[src/pkg/radio_spi_pkg.sv]
/*
  Package for the radio link serial master: register addresses, field
  positions, reset values, timing limits and the packed carriers.
  Assumes an 8-bit special-function-register bus with one-cycle strobes.
*/
`default_nettype none
package radio_spi_pkg;
  // Register addresses on the special-function-register bus
  localparam logic [7:0] CFG_ADDR  = 8'h84;
  localparam logic [7:0] CTRL_ADDR = 8'hb0;
  localparam logic [7:0] DIV_ADDR  = 8'h85;
  localparam logic [7:0] DATA_ADDR = 8'h86;
  // Configuration fields
  localparam int CFG_BUSY_BIT  = 7;
  localparam int CFG_MASTER_BIT = 6;
  localparam int CFG_PHASE_BIT = 5;
  localparam int CFG_POL_BIT   = 4;
  // Control fields
  localparam int CTRL_DONE_BIT = 7;
  localparam int CTRL_WCOL_BIT = 6;
  localparam int CTRL_MODF_BIT = 5;
  localparam int CTRL_RSVD_BIT = 4;
  localparam int CTRL_SSM_HI   = 3;
  localparam int CTRL_SSM_LO   = 2;
  localparam int CTRL_TXE_BIT  = 1;
  localparam int CTRL_EN_BIT   = 0;
  localparam logic [1:0] SSM_FAULT = 2'h1;
  // Reset values
  localparam logic [1:0] SSM_RESET = 2'h1;
  localparam logic [7:0] DIV_RESET = 8'h00;
  // Timing figures
  localparam int SYS_CLK_HZ      = 100_000_000;
  localparam int SCK_MAX_HZ      = 12_500_000;
  localparam int MIN_HALF_CYCLES =
    (SYS_CLK_HZ + 2 * SCK_MAX_HZ - 1) / (2 * SCK_MAX_HZ);
  localparam int BITS_PER_BYTE = 8;

  // Register bus request
  typedef struct packed {
    logic       wr;
    logic       rd;
    logic [7:0] addr;
    logic [7:0] wdata;
  } sfr_req_t;

  // Serial pins toward the radio
  typedef struct packed {
    logic sck;
    logic mosi;
    logic miso_oe;
  } spi_pins_t;

  typedef enum logic [1:0] {
    ST_IDLE  = 2'b00,
    ST_LEAD  = 2'b01,
    ST_TRAIL = 2'b10
  } shift_state_t;
endpackage
`default_nettype wire

[src/rtl/half_bit_timer.sv]
/*
  Half-bit timer: pulses tick each time a half period has elapsed while run is high.
  Assumes the caller holds run low between transfers to restart it.
*/
`timescale 1ns/1ps
`default_nettype none
module half_bit_timer #(
  parameter int WIDTH = 8
) (
  input  wire logic             clk,
  input  wire logic             reset_n,
  input  wire logic             run,
  input  wire logic [WIDTH-1:0] limit,
  output logic                  tick,
  output logic                  early
);
  logic [WIDTH-1:0] count;

  // Counts 0..limit, one half period is limit+1 cycles
  always_ff @(posedge clk or negedge reset_n) begin
    if (!reset_n) begin
      count <= '0;
    end else if (!run || tick) begin
      count <= '0;
    end else begin
      count <= count + 1'b1;
    end
  end

  assign tick  = run && (count == limit);
  // One cycle ahead of tick; never fires for a zero limit
  assign early = run && (limit != '0) && (count == (limit - 1'b1));
endmodule
`default_nettype wire

[src/rtl/radio_link_spi_master.sv]
/*
  Three-wire serial master toward the integrated radio, with its
  configuration, control, divider and data registers on the core's
  special-function-register bus. Assumes chip select is a separate port
  pin and that the bus gives one-cycle write and read strobes.
*/
`timescale 1ns/1ps
`default_nettype none
module radio_link_spi_master #(
  parameter int DIV_WIDTH = 8
) (
  input  wire logic                    clk,
  input  wire logic                    reset_n,
  input  wire radio_spi_pkg::sfr_req_t sfr_req,
  output logic [7:0]                   sfr_rdata,
  input  wire logic                    miso,
  input  wire logic                    slave_select_n,
  output radio_spi_pkg::spi_pins_t     spi_pins,
  output logic                         spi_irq
);
  import radio_spi_pkg::*;

  logic [1:0]           miso_sync;
  logic [1:0]           nss_sync;
  logic                 master_enable;
  logic                 clock_phase;
  logic                 clock_polarity;
  logic                 done_flag;
  logic                 wcol_flag;
  logic                 modf_flag;
  logic                 rsvd_bit;
  logic [1:0]           slave_select_mode;
  logic                 port_enable;
  logic [7:0]           serial_clock_divider;
  logic [7:0]           tx_buffer;
  logic                 tx_full;
  logic [7:0]           shift_reg;
  logic [7:0]           rx_buffer;
  logic [3:0]           bit_count;
  shift_state_t         state;
  logic                 sampled;
  logic                 tick;
  logic                 early;
  logic [DIV_WIDTH-1:0] half_limit;
  logic                 busy;
  logic                 active;
  logic                 wr_cfg;
  logic                 wr_ctrl;
  logic                 wr_data;
  logic                 load;
  logic                 byte_end;
  logic                 fault;

  // Pins from the radio pass two flops before any logic looks at them
  always_ff @(posedge clk or negedge reset_n) begin
    if (!reset_n) begin
      miso_sync <= 2'h0;
      nss_sync  <= 2'h3;
    end else begin
      miso_sync <= {miso_sync[0], miso};
      nss_sync  <= {nss_sync[0], slave_select_n};
    end
  end

  // Address decode
  assign wr_cfg  = sfr_req.wr && (sfr_req.addr == CFG_ADDR);
  assign wr_ctrl = sfr_req.wr && (sfr_req.addr == CTRL_ADDR);
  assign wr_data = sfr_req.wr && (sfr_req.addr == DATA_ADDR);
  assign busy    = (state != ST_IDLE);
  assign active  = port_enable && master_enable;
  // Buffer moves to the shifter as soon as the shifter is free while port and master mode are both enabled
  assign load    = active && tx_full && !busy;
  assign fault   = !nss_sync[1] && master_enable
                   && (slave_select_mode == SSM_FAULT);

  // Divider floor keeps the rate legal even with a zero divider
  always_comb begin
    half_limit = DIV_WIDTH'(serial_clock_divider);
    if (32'(serial_clock_divider) + 1 < MIN_HALF_CYCLES) begin
      half_limit = DIV_WIDTH'(MIN_HALF_CYCLES - 1);
    end
  end

  half_bit_timer #(
    .WIDTH (DIV_WIDTH)
  ) half_bit_timer_inst (
    .clk     (clk),
    .reset_n (reset_n),
    .run     (busy),
    .limit   (half_limit),
    .tick    (tick),
    .early   (early)
  );

  // Configuration register; a fault drops master mode
  always_ff @(posedge clk or negedge reset_n) begin
    if (!reset_n) begin
      master_enable  <= 1'b0;
      clock_phase    <= 1'b0;
      clock_polarity <= 1'b0;
    end else if (fault) begin
      master_enable <= 1'b0;
    end else if (wr_cfg) begin
      master_enable  <= sfr_req.wdata[CFG_MASTER_BIT];
      clock_phase    <= sfr_req.wdata[CFG_PHASE_BIT];
      clock_polarity <= sfr_req.wdata[CFG_POL_BIT];
    end
  end

  // Control fields other than the flags
  always_ff @(posedge clk or negedge reset_n) begin
    if (!reset_n) begin
      port_enable       <= 1'b0;
      slave_select_mode <= SSM_RESET;
      rsvd_bit          <= 1'b0;
    end else begin
      if (wr_ctrl) begin
        slave_select_mode <= sfr_req.wdata[CTRL_SSM_HI:CTRL_SSM_LO];
        rsvd_bit          <= sfr_req.wdata[CTRL_RSVD_BIT];
        port_enable       <= sfr_req.wdata[CTRL_EN_BIT];
      end
      if (fault) begin
        port_enable <= 1'b0;
      end
    end
  end

  // Divider register
  always_ff @(posedge clk or negedge reset_n) begin
    if (!reset_n) begin
      serial_clock_divider <= DIV_RESET;
    end else if (sfr_req.wr && (sfr_req.addr == DIV_ADDR)) begin
      serial_clock_divider <= sfr_req.wdata;
    end
  end

  // Sticky flags: a hardware set in the clearing cycle wins
  always_ff @(posedge clk or negedge reset_n) begin
    if (!reset_n) begin
      done_flag <= 1'b0;
      wcol_flag <= 1'b0;
      modf_flag <= 1'b0;
    end else begin
      if (wr_ctrl) begin
        done_flag <= sfr_req.wdata[CTRL_DONE_BIT];
        wcol_flag <= sfr_req.wdata[CTRL_WCOL_BIT];
        modf_flag <= sfr_req.wdata[CTRL_MODF_BIT];
      end
      if (byte_end) begin
        done_flag <= 1'b1;
      end
      if (wr_data && tx_full) begin
        wcol_flag <= 1'b1;
      end
      if (fault) begin
        modf_flag <= 1'b1;
      end
    end
  end

  // Transmit buffer; a colliding write is dropped
  always_ff @(posedge clk or negedge reset_n) begin
    if (!reset_n) begin
      tx_buffer <= 8'h00;
      tx_full   <= 1'b0;
    end else if (load) begin
      tx_full <= 1'b0;
    end else if (wr_data && !tx_full) begin
      tx_buffer <= sfr_req.wdata;
      tx_full   <= 1'b1;
    end
  end

  // Each bit is a lead half and a trail half; shift at the trail end in both phases
  assign byte_end = (state == ST_TRAIL) && tick && (bit_count == 4'(BITS_PER_BYTE - 1));

  always_ff @(posedge clk or negedge reset_n) begin
    if (!reset_n) begin
      state     <= ST_IDLE;
      bit_count <= 4'h0;
      shift_reg <= 8'h00;
      sampled   <= 1'b0;
    end else begin
      case (state)
        ST_IDLE: begin
          bit_count <= 4'h0;
          if (load) begin
            shift_reg <= tx_buffer;
            state     <= ST_LEAD;
          end
        end
        ST_LEAD: begin
          if (!active) begin
            state <= ST_IDLE;
          end else if (tick) begin
            state <= ST_TRAIL;
          end
        end
        ST_TRAIL: begin
          // Sample one cycle before the bit ends for slave settling
          if (early && !tick) begin
            sampled <= miso_sync[1];
          end
          if (tick && (half_limit == '0)) begin
            sampled <= miso_sync[1];
          end
          if (!active) begin
            state <= ST_IDLE;
          end else if (tick) begin
            shift_reg <= {shift_reg[6:0],
                          (half_limit == '0) ? miso_sync[1] : sampled};
            bit_count <= bit_count + 4'h1;
            state     <= byte_end ? ST_IDLE : ST_LEAD;
          end
        end
        default: begin
          state <= ST_IDLE;
        end
      endcase
    end
  end

  // Receive buffer takes the finished byte
  always_ff @(posedge clk or negedge reset_n) begin
    if (!reset_n) begin
      rx_buffer <= 8'h00;
    end else if (byte_end) begin
      rx_buffer <= {shift_reg[6:0],
                    (half_limit == '0) ? miso_sync[1] : sampled};
    end
  end

  // Serial pins from flops; phase one toggles clock at bit start
  always_ff @(posedge clk or negedge reset_n) begin
    if (!reset_n) begin
      spi_pins <= '0;
    end else begin
      spi_pins.miso_oe <= 1'b0;
      spi_pins.mosi    <= busy ? shift_reg[7] : 1'b0;
      if (!busy || !active) begin
        spi_pins.sck <= clock_polarity;
      end else if (clock_phase) begin
        spi_pins.sck <= clock_polarity ^ 1'b1;
        if (state == ST_TRAIL) begin
          spi_pins.sck <= clock_polarity;
        end
      end else begin
        spi_pins.sck <= clock_polarity ^ (state == ST_TRAIL);
      end
    end
  end

  // Read mux; unmapped addresses read zero
  always_comb begin
    sfr_rdata = 8'h00;
    case (sfr_req.addr)
      CFG_ADDR: begin
        sfr_rdata = {busy, master_enable, clock_phase, clock_polarity,
                     4'h0};
      end
      CTRL_ADDR: begin
        sfr_rdata = {done_flag, wcol_flag, modf_flag, rsvd_bit,
                     slave_select_mode, !tx_full, port_enable};
      end
      DIV_ADDR: begin
        sfr_rdata = serial_clock_divider;
      end
      DATA_ADDR: begin
        sfr_rdata = rx_buffer;
      end
      default: begin
        sfr_rdata = 8'h00;
      end
    endcase
  end

  assign spi_irq = done_flag || wcol_flag || modf_flag;

  busy_matches_a: assert property (@(posedge clk) disable iff (!reset_n)
    load |=> busy) else $error("busy missing after load");
  collide_sets_a: assert property (@(posedge clk) disable iff (!reset_n)
    (wr_data && tx_full) |=> wcol_flag) else $error("collision lost");
  done_sets_a: assert property (@(posedge clk) disable iff (!reset_n)
    byte_end |=> done_flag) else $error("done lost");
  idle_clock_a: assert property (@(posedge clk) disable iff (!reset_n)
    (!busy && $past(!busy) && $stable(clock_polarity)) |-> spi_pins.sck == clock_polarity)
    else $error("idle clock wrong");
  fault_drops_a: assert property (@(posedge clk) disable iff (!reset_n)
    fault |=> (modf_flag && !master_enable)) else $error("fault ignored");
  txe_load_a: assert property (@(posedge clk) disable iff (!reset_n)
    load |=> !tx_full) else $error("buffer stays full");
  low_nibble_a: assert property (@(posedge clk) disable iff (!reset_n)
    (sfr_req.addr == CFG_ADDR) |-> sfr_rdata[3:0] == 4'h0)
    else $error("nibble not zero");
  disabled_idle_a: assert property (@(posedge clk) disable iff (!reset_n)
    !active |=> !busy) else $error("transfer while disabled");
  miso_sample_a: assert property (@(posedge clk) disable iff (!reset_n)
    (state == ST_TRAIL && tick) |-> $past(early))
    else $error("sample point late");
endmodule
`default_nettype wire

[config.mk]
export PLATFORM = sky130hd
export DESIGN_NAME = radio_link_spi_master
export DESIGN_NICKNAME = d
export VERILOG_FILES = /design/src/pkg/radio_spi_pkg.sv /design/src/rtl/half_bit_timer.sv /design/src/rtl/radio_link_spi_master.sv
export SDC_FILE = /design/constraint.sdc
export NUM_CORES = 1
export LEC_CHECK = 0
export BUFFER_PORTS_ARGS = -buffer_cell sky130_fd_sc_hd__buf_2
export CAP_MARGIN = 15
export CORE_MARGIN = 5
export CORE_UTILIZATION = 35
export CTS_CLUSTER_SIZE = 12
export DETAILED_ROUTE_END_ITERATION = 6
export GPL_ROUTABILITY_DRIVEN = 1
export GPL_TIMING_DRIVEN = 0
export HOLD_SLACK_MARGIN = 0.15
export SLEW_MARGIN = 20
export SYNTH_ARGS = -nofsm -noshare
export SYNTH_HDL_FRONTEND = slang
export SYNTH_HIERARCHICAL = 1
export SYNTH_SLANG_ARGS = --single-unit
[constraint.sdc]
create_clock -name clk -period 3.2 [get_ports clk]
set_input_delay 0.16 -clock clk [delete_from_list [all_inputs] [get_ports clk]]
set_output_delay 0.16 -clock clk [all_outputs]
set_load 0.1 [all_outputs]
==> results of run 1 <==
[worst max-delay path, stage by stage, from the launching register on]
cell,delay (ns)
dfrtp_1,0.43
nor4_1,0.30
nand2_1,0.11
nand2b_1,0.20
xor2_1,0.12
nor4_1,0.29
nand4_1,0.26
nor2_4,0.27
mux2i_1,0.16
nor3_4,0.21
buf_12,0.16
mux2_2,0.33
[metal layers]
| metal | share of wire | track usage | vias to the layer above |
|---|---|---|---|
| met5 | 0 | 0 | - |
| met4 | 0.011 | 0.0454 | 0 |
| met3 | 0.033 | 0.0246 | 5 |
| met2 | 0.50 | 0.231 | 38 |
| met1 | 0.46 | 0.196 | 1376 |
| li1 | - | - | 1255 |
[what timing repair did]
action,CTS,global route
setup buffers,0,1
cloned,0,0
hold endpoints to repair,88,0
pin swaps,0,1
gates resized for setup,1,3
setup endpoints to repair,14,18
hold buffers,12,0
[cell usage after synthesis, drive strengths merged (2+ instances only)]
cell type / number
dfrtp: 61
mux2: 48
nor2: 18
nand2: 15
xor2: 12
buf: 11
nand3: 11
and4: 9
clkbuf: 9
a221o: 8
xnor2: 8
nand4: 7
and3: 6
nand2b: 6
a22o: 5
inv: 5
nor4: 5
o21ai: 5
ha: 4
mux2i: 4
nor3b: 4
a21oi: 3
a31oi: 3
dfstp: 3
nor3: 3
or3b: 3
a211oi: 2
a21o: 2
and2: 2
and2b: 2
and3b: 2
nand3b: 2
nand4b: 2
nor2b: 2
o211ai: 2
or2: 2
[layout by cell type (no fill, tap or decap), types with 9 or more instances in the layout]
cell type	n
nand3_1	11
nor2_1	17
mux2_2	46
nand2_1	13
clkbuf_8	9
dlygate4sd3_1	12
buf_2	35
dfrtp_1	61
xor2_1	11
[worst paths after layout]
kind / slack (ns) / start / depth (start not counted) / end
worst max-delay path: 0.24 / serial_clock_divider[7] / 11 / shift_reg[0]
worst min-delay path: 0.23 / sfr_req[8] / 4 / master_enable
worst max register to register: 0.24 / serial_clock_divider[7] / 11 / shift_reg[0]
worst min register to register: 0.35 / miso_sync[0] / 0 / miso_sync[1]
max in group asynchronous: 2.34 / reset_n / 3 / slave_select_mode[0]
min in group asynchronous: 0.27 / reset_n / 2 / tx_buffer[6]
[power by group through the flow]
stage                     registers, mW  logic (mW)  clock network [mW]
final                             0.889       0.252               0.703
after floorplan                   0.892       0.165                   0
after global routing              0.894       0.280               0.756
after CTS                         0.887       0.254               0.731
after global placement            0.903       0.232                   0
after detailed placement          0.903       0.242                   0
[area by class of cell]
cell class	instances	area (um^2)
plain buffers	20	120
clock buffers	9	124
clock inverters	7	78.8
fillers	989	5890
inverters	5	18.8
multi-input cells	221	1860
flip-flops and latches	64	1610
well taps	136	170
repair buffers	45	318
[cells by family after synthesis]
kind of cell,after synthesis
multiplexers,52
AO/OA/AOI/OAI,37
buffers and inverters,25
other,1
AND/OR/NAND/NOR,107
adder cells (fa/ha/maj),4
flip-flops,64
XOR/XNOR,20
[stage by stage]
| stage | hold slack (ns) | cell area [um^2] |
|---|---|---|
| 6_report | 0.231 | 4300 |
| 3_3_place_gp | 0.264 | 3920 |
| 3_5_place_dp | 0.107 | 3940 |
| 4_1_cts | 0.216 | 4270 |
| 5_1_grt | 0.251 | 4300 |
| 2_1_floorplan | -0.136 | 3590 |
==> results.md, run 1 <==
* Status: finished, final reports clean
* FMAX at between 300 and 400 MHz
* DRT antenna net count at 0
* Routability Congestion at 0.838
* Dpl cells at 478
* Area of the mapped netlist at 0.00359 mm^2
* Crit path time final at between 2 and 3 ns
* Final nets at slightly below 400
* WP data arrival at approximately 3.2 ns
* Worst Tran Pin Value at 0.514 ns
* Setup WS post-layout at roughly 0.24 ns
* Synth Area in Compound Gates at 0.0804
* Vias in the first global route at approximately 2700
* Comb pwr share at 0.137
* Share of cells above drive strength 1 at 0.375
* Antenna diode count at 0
* Cell accounting for the most synthesized area: dfrtp_1
* Final slew viol count at 0
* Initial DRC count at ~110
* Number of flops mapped to enable cells by yosys at 0
* Largest family of logic cells by synthesized area: simple AND/OR/NAND/NOR gates
* DRC errors left at 0
* Number of port buffers at 31
* Layout Skew at 0.0104 ns
* Pwr Total at 1.84 mW
* Final Util at 0.422
* Primary FF master, synth: dfrtp_1
* Async set-or-reset flop fraction in the synthesized netlist at 1.00
* Grt total ovfl at 0
* Ys Warns at 6
* Cells after Synth at 310
* Via density at roughly 5.3
* Routed WL at 8400 um
* Switching part of the total at 0.283
* Sequential Power Share at 0.482
* Total GRT Usage at 0.143
* Final hold viol count at 0
* Avg Inst Size Synth at about 12 um^2
* Pre-CTS setup slack at -0.111 ns
* Die area at around 0.012 mm^2
* First-pass GRT wire length at 14200 um
* Starting Density at 0.353
* Reg clk slew, reported paths at 0.07 ns
* CP max FO at 9
* Max_cap viols at 0
* Initial antenna violation count at 0
* Clock share of power at 0.381
* Simple-Gate Fraction of Synth Area at 0.207
* Area share of fa/ha/maj cells after synthesis at 0.0139
* Cell internal pwr at between 1 and 1.5 mW
* Critical path capture point type: flip-flop
* Relative slew slack at 0.656
* Core area at approximately 0.010 mm^2
* Netlist cell types at 73
* Top post-synthesis cells by area: dfrtp_1 (42%), mux2_2 (14%), xor2_1 (2.7%)
* Mux contribution to synthesized area at 0.162
* Dpl hpwl at approximately 6300 um
* Max IR drop VDD at approximately 0.26 mV
* Synthesized Nets at ~340
* Worst-Skew Late Latency at between 0.3 and 0.4 ns
* Setup tns final at 0 ns
* H-tree Lvls at 3
* Flops & latches, synth at between 60 and 70
* Hold WC Path Type: in2reg
* CP startpoint kind: flip-flop
* Post-Layout Cell Count at just over 500
* Root Buffer: clkbuf_8
* Die H at between 100 and 150 um
* Switching power at 0.523 mW
* Final worst-path cycle share at 0.925
* TritonCTS clock tree: built
* Largest net degree at the start of global routing at 37
* Via total after detailed routing at approximately 2700
* Die width at roughly 110 um
* Power per cell area at 429 mW/mm^2
* Seq/Total Area, Yosys at 0.447
* Share of the synthesized area in the top cell type at 0.425
* Kind of critical path: reg2reg
* XOR/XNOR Fraction of Synth Area at 0.0508
* Final setup violation count at 0
* Sink Count at between 60 and 70
* Wirelength per Cell at ~17 um
* Clock buffer depth at 2
* Worst EP required at 3.42 ns
* CTS Buf Count at 9
* Leakage at between 2 and 2.5 nW
* Synth-to-Final Area Change at 19.5%
* Site Rows at 37
* I/O pins at 34
* DR pass1 iterations at 4
No activity file was read; power rests on OpenSTA's default activity.
==> run 2, diff against run 1 <==
--- a/config.mk
+++ b/config.mk
@@ -14,6 +14,7 @@
 export GPL_ROUTABILITY_DRIVEN = 1
 export GPL_TIMING_DRIVEN = 0
 export HOLD_SLACK_MARGIN = 0.15
+export RECOVER_POWER = 50
 export SLEW_MARGIN = 20
 export SYNTH_ARGS = -nofsm -noshare
 export SYNTH_HDL_FRONTEND = slang
==> results.md, run 2 (synthesis results as in run 1) <==
* Final Util at 0.420
* Critical Path End: shift_reg[0]
* Initial DRC count at between 100 and 150
* Die width at approximately 110 um
* Share of cells above drive strength 1 at 0.372
* DR WL met3 at ~260 um
* H-tree Lvls at 3
* Grt total ovfl at 0
* Clock buffer depth at 2
* Largest net degree at the start of global routing at 37
* Final nets at approximately 390
* Sequential Power Share at 0.482
* First-pass GRT wire length at approximately 14000 um
* Routed WL at 8440 um
* Layout Skew at roughly 0.012 ns
* Crit path time final at slightly below 3 ns
* Initial antenna violation count at 0
* Dpl hpwl at between 6000 and 7000 um
* Hold WC Path Type: in2reg
* Dpl cells at between 400 and 500
* Switching power at 0.527 mW
* Status: finished, final reports clean
* Die area at approximately 0.012 mm^2
* DRT antenna net count at 0
* Via density at about 5.3
* Highest Signal Layer: met4
* Root Buffer: clkbuf_8
* Leakage at between 2 and 2.5 nW
* DRC errors left at 0
* M1 WL at ~3900 um
* FMAX at around 340 MHz
* Relative slew slack at 0.0237
* Via total after detailed routing at about 2700
* Wirelength per Cell at around 17 um
* CP max FO at 9
* Synth-to-Final Area Change at 19.0%
* Starting Density at 0.353
* Setup WS post-layout at approximately 0.24 ns
* TritonCTS clock tree: built
* Worst Setup SP: serial_clock_divider[7]
* Fillers at slightly below 1000
* Final hold viol count at 0
* Worst Tran Pin Value at approximately 1.5 ns
* Sequential cell area at ~0.0016 mm^2
* Cell internal pwr at roughly 1.3 mW
* Final setup violation count at 0
* I/O pins at 34
* Kind of critical path: reg2reg
* Clock share of power at 0.383
* R2r startpoint: serial_clock_divider[7]
* Post-Layout Cell Count at about 510
* Comb pwr share at 0.135
* DR pass1 iterations at 4
* CTS Buf Count at 9
* Multi-input logic area at between 0.0015 and 0.002 mm^2
* Reg clk slew, reported paths at 0.07 ns
* Final slew viol count at 0
* Die H at around 110 um
* Vias in the first global route at ~2700
* Number of port buffers at 31
* Pwr Total at between 1.5 and 2 mW
* Worst-Skew Late Latency at approximately 0.34 ns
* Commonest non-fill, non-tap cell in the layout: dfrtp_1
* Site Rows at 37
* Max_cap viols at 0
* Reg2Reg Capture Point: shift_reg[0]
* Total GRT Usage at 0.143
* Final worst-path cycle share at 0.925
* Routability Congestion at between 0.8 and 0.9
* Worst EP required at 3.42 ns
* Reg2Reg Depth at 11
* CP startpoint kind: flip-flop
* Routed wl met2 at approximately 4100 um
* Pre-CTS setup slack at -0.111 ns
* FF-to-FF setup slack at 0.24 ns
* Sink Count at 64
* Antenna diode count at 0
* Critical path capture point type: flip-flop
* Switching part of the total at 0.285
* Max IR drop VDD at ~0.26 mV
* WP data arrival at around 3.2 ns
* Commonest non-fill, non-tap cells in the layout: dfrtp_1 (61), mux2_2 (46), buf_2 (35), nor2_1 (17), nand2_1 (13)
* Core area at ~0.010 mm^2
* Power per cell area at around 430 mW/mm^2
* Hold_sp: sfr_req[8]
* Setup tns final at 0 ns
run 2: cell count changes in the layout (fill, tap and decap cells not counted), sizes merged:
cell,change
buf,-2
clkbuf,+2
run 2: power groups by stage:
stage               clock, mW  sequential, mW  combinational [mW]
floorplan                   0           0.892               0.165
global placement            0           0.903               0.232
detailed placement          0           0.903               0.242
CTS                     0.731           0.887               0.254
global route            0.756           0.894               0.277
finish                  0.707           0.889               0.250
run 2: critical path, stage by stage, from the launching register on:
cell,delay [ns]
dfrtp_1,0.43
nor4_1,0.29
nand2_1,0.11
nand2b_1,0.20
xor2_1,0.12
nor4_1,0.29
nand4_1,0.26
nor2_4,0.27
mux2i_1,0.16
nor3_4,0.22
buf_12,0.16
mux2_2,0.33
run 2: what timing repair did:
action,4_1_cts,5_1_grt
pin swaps,0,1
hold buffers,12,0
endpoints found under the setup margin,14,18
hold endpoints to repair,88,0
gates cloned,0,0
resized for setup,1,3
buffers inserted,0,1
run 2: through the flow:
stage | area (um^2) | hold WS, ns
final | 4280 | 0.231
after global routing | 4280 | 0.251
after CTS | 4270 | 0.216
after detailed placement | 3940 | 0.107
after global placement | 3920 | 0.264
after floorplan | 3590 | -0.136
run 2: worst min-delay path by stage:
stage	cells after the start	endpoint	slack, ns
floorplan	0	bit_count[0]	-0.14
global placement	1	nss_sync[0]	0.26
detailed placement	1	tx_buffer[6]	0.11
CTS	4	master_enable	0.22
global route	4	master_enable	0.25
finish	4	master_enable	0.23
run 2: area by class of cell:
cell class | instances | share of cell area
plain buffers | 20 | 0.0281
flip-flops and latches | 64 | 0.375
multi-input cells | 221 | 0.435
clock inverters | 7 | 0.0184
clock buffers | 9 | 0.0290
well taps | 136 | 0.0398
repair buffers | 45 | 0.0699
inverters | 5 | 0.00439
run 2: routing by layer:
layer  track usage  vias to the layer above
met5             0                        -
met4        0.0454                        0
met3        0.0246                        7
met2         0.231                       41
met1         0.196                     1382
li1              -                     1251
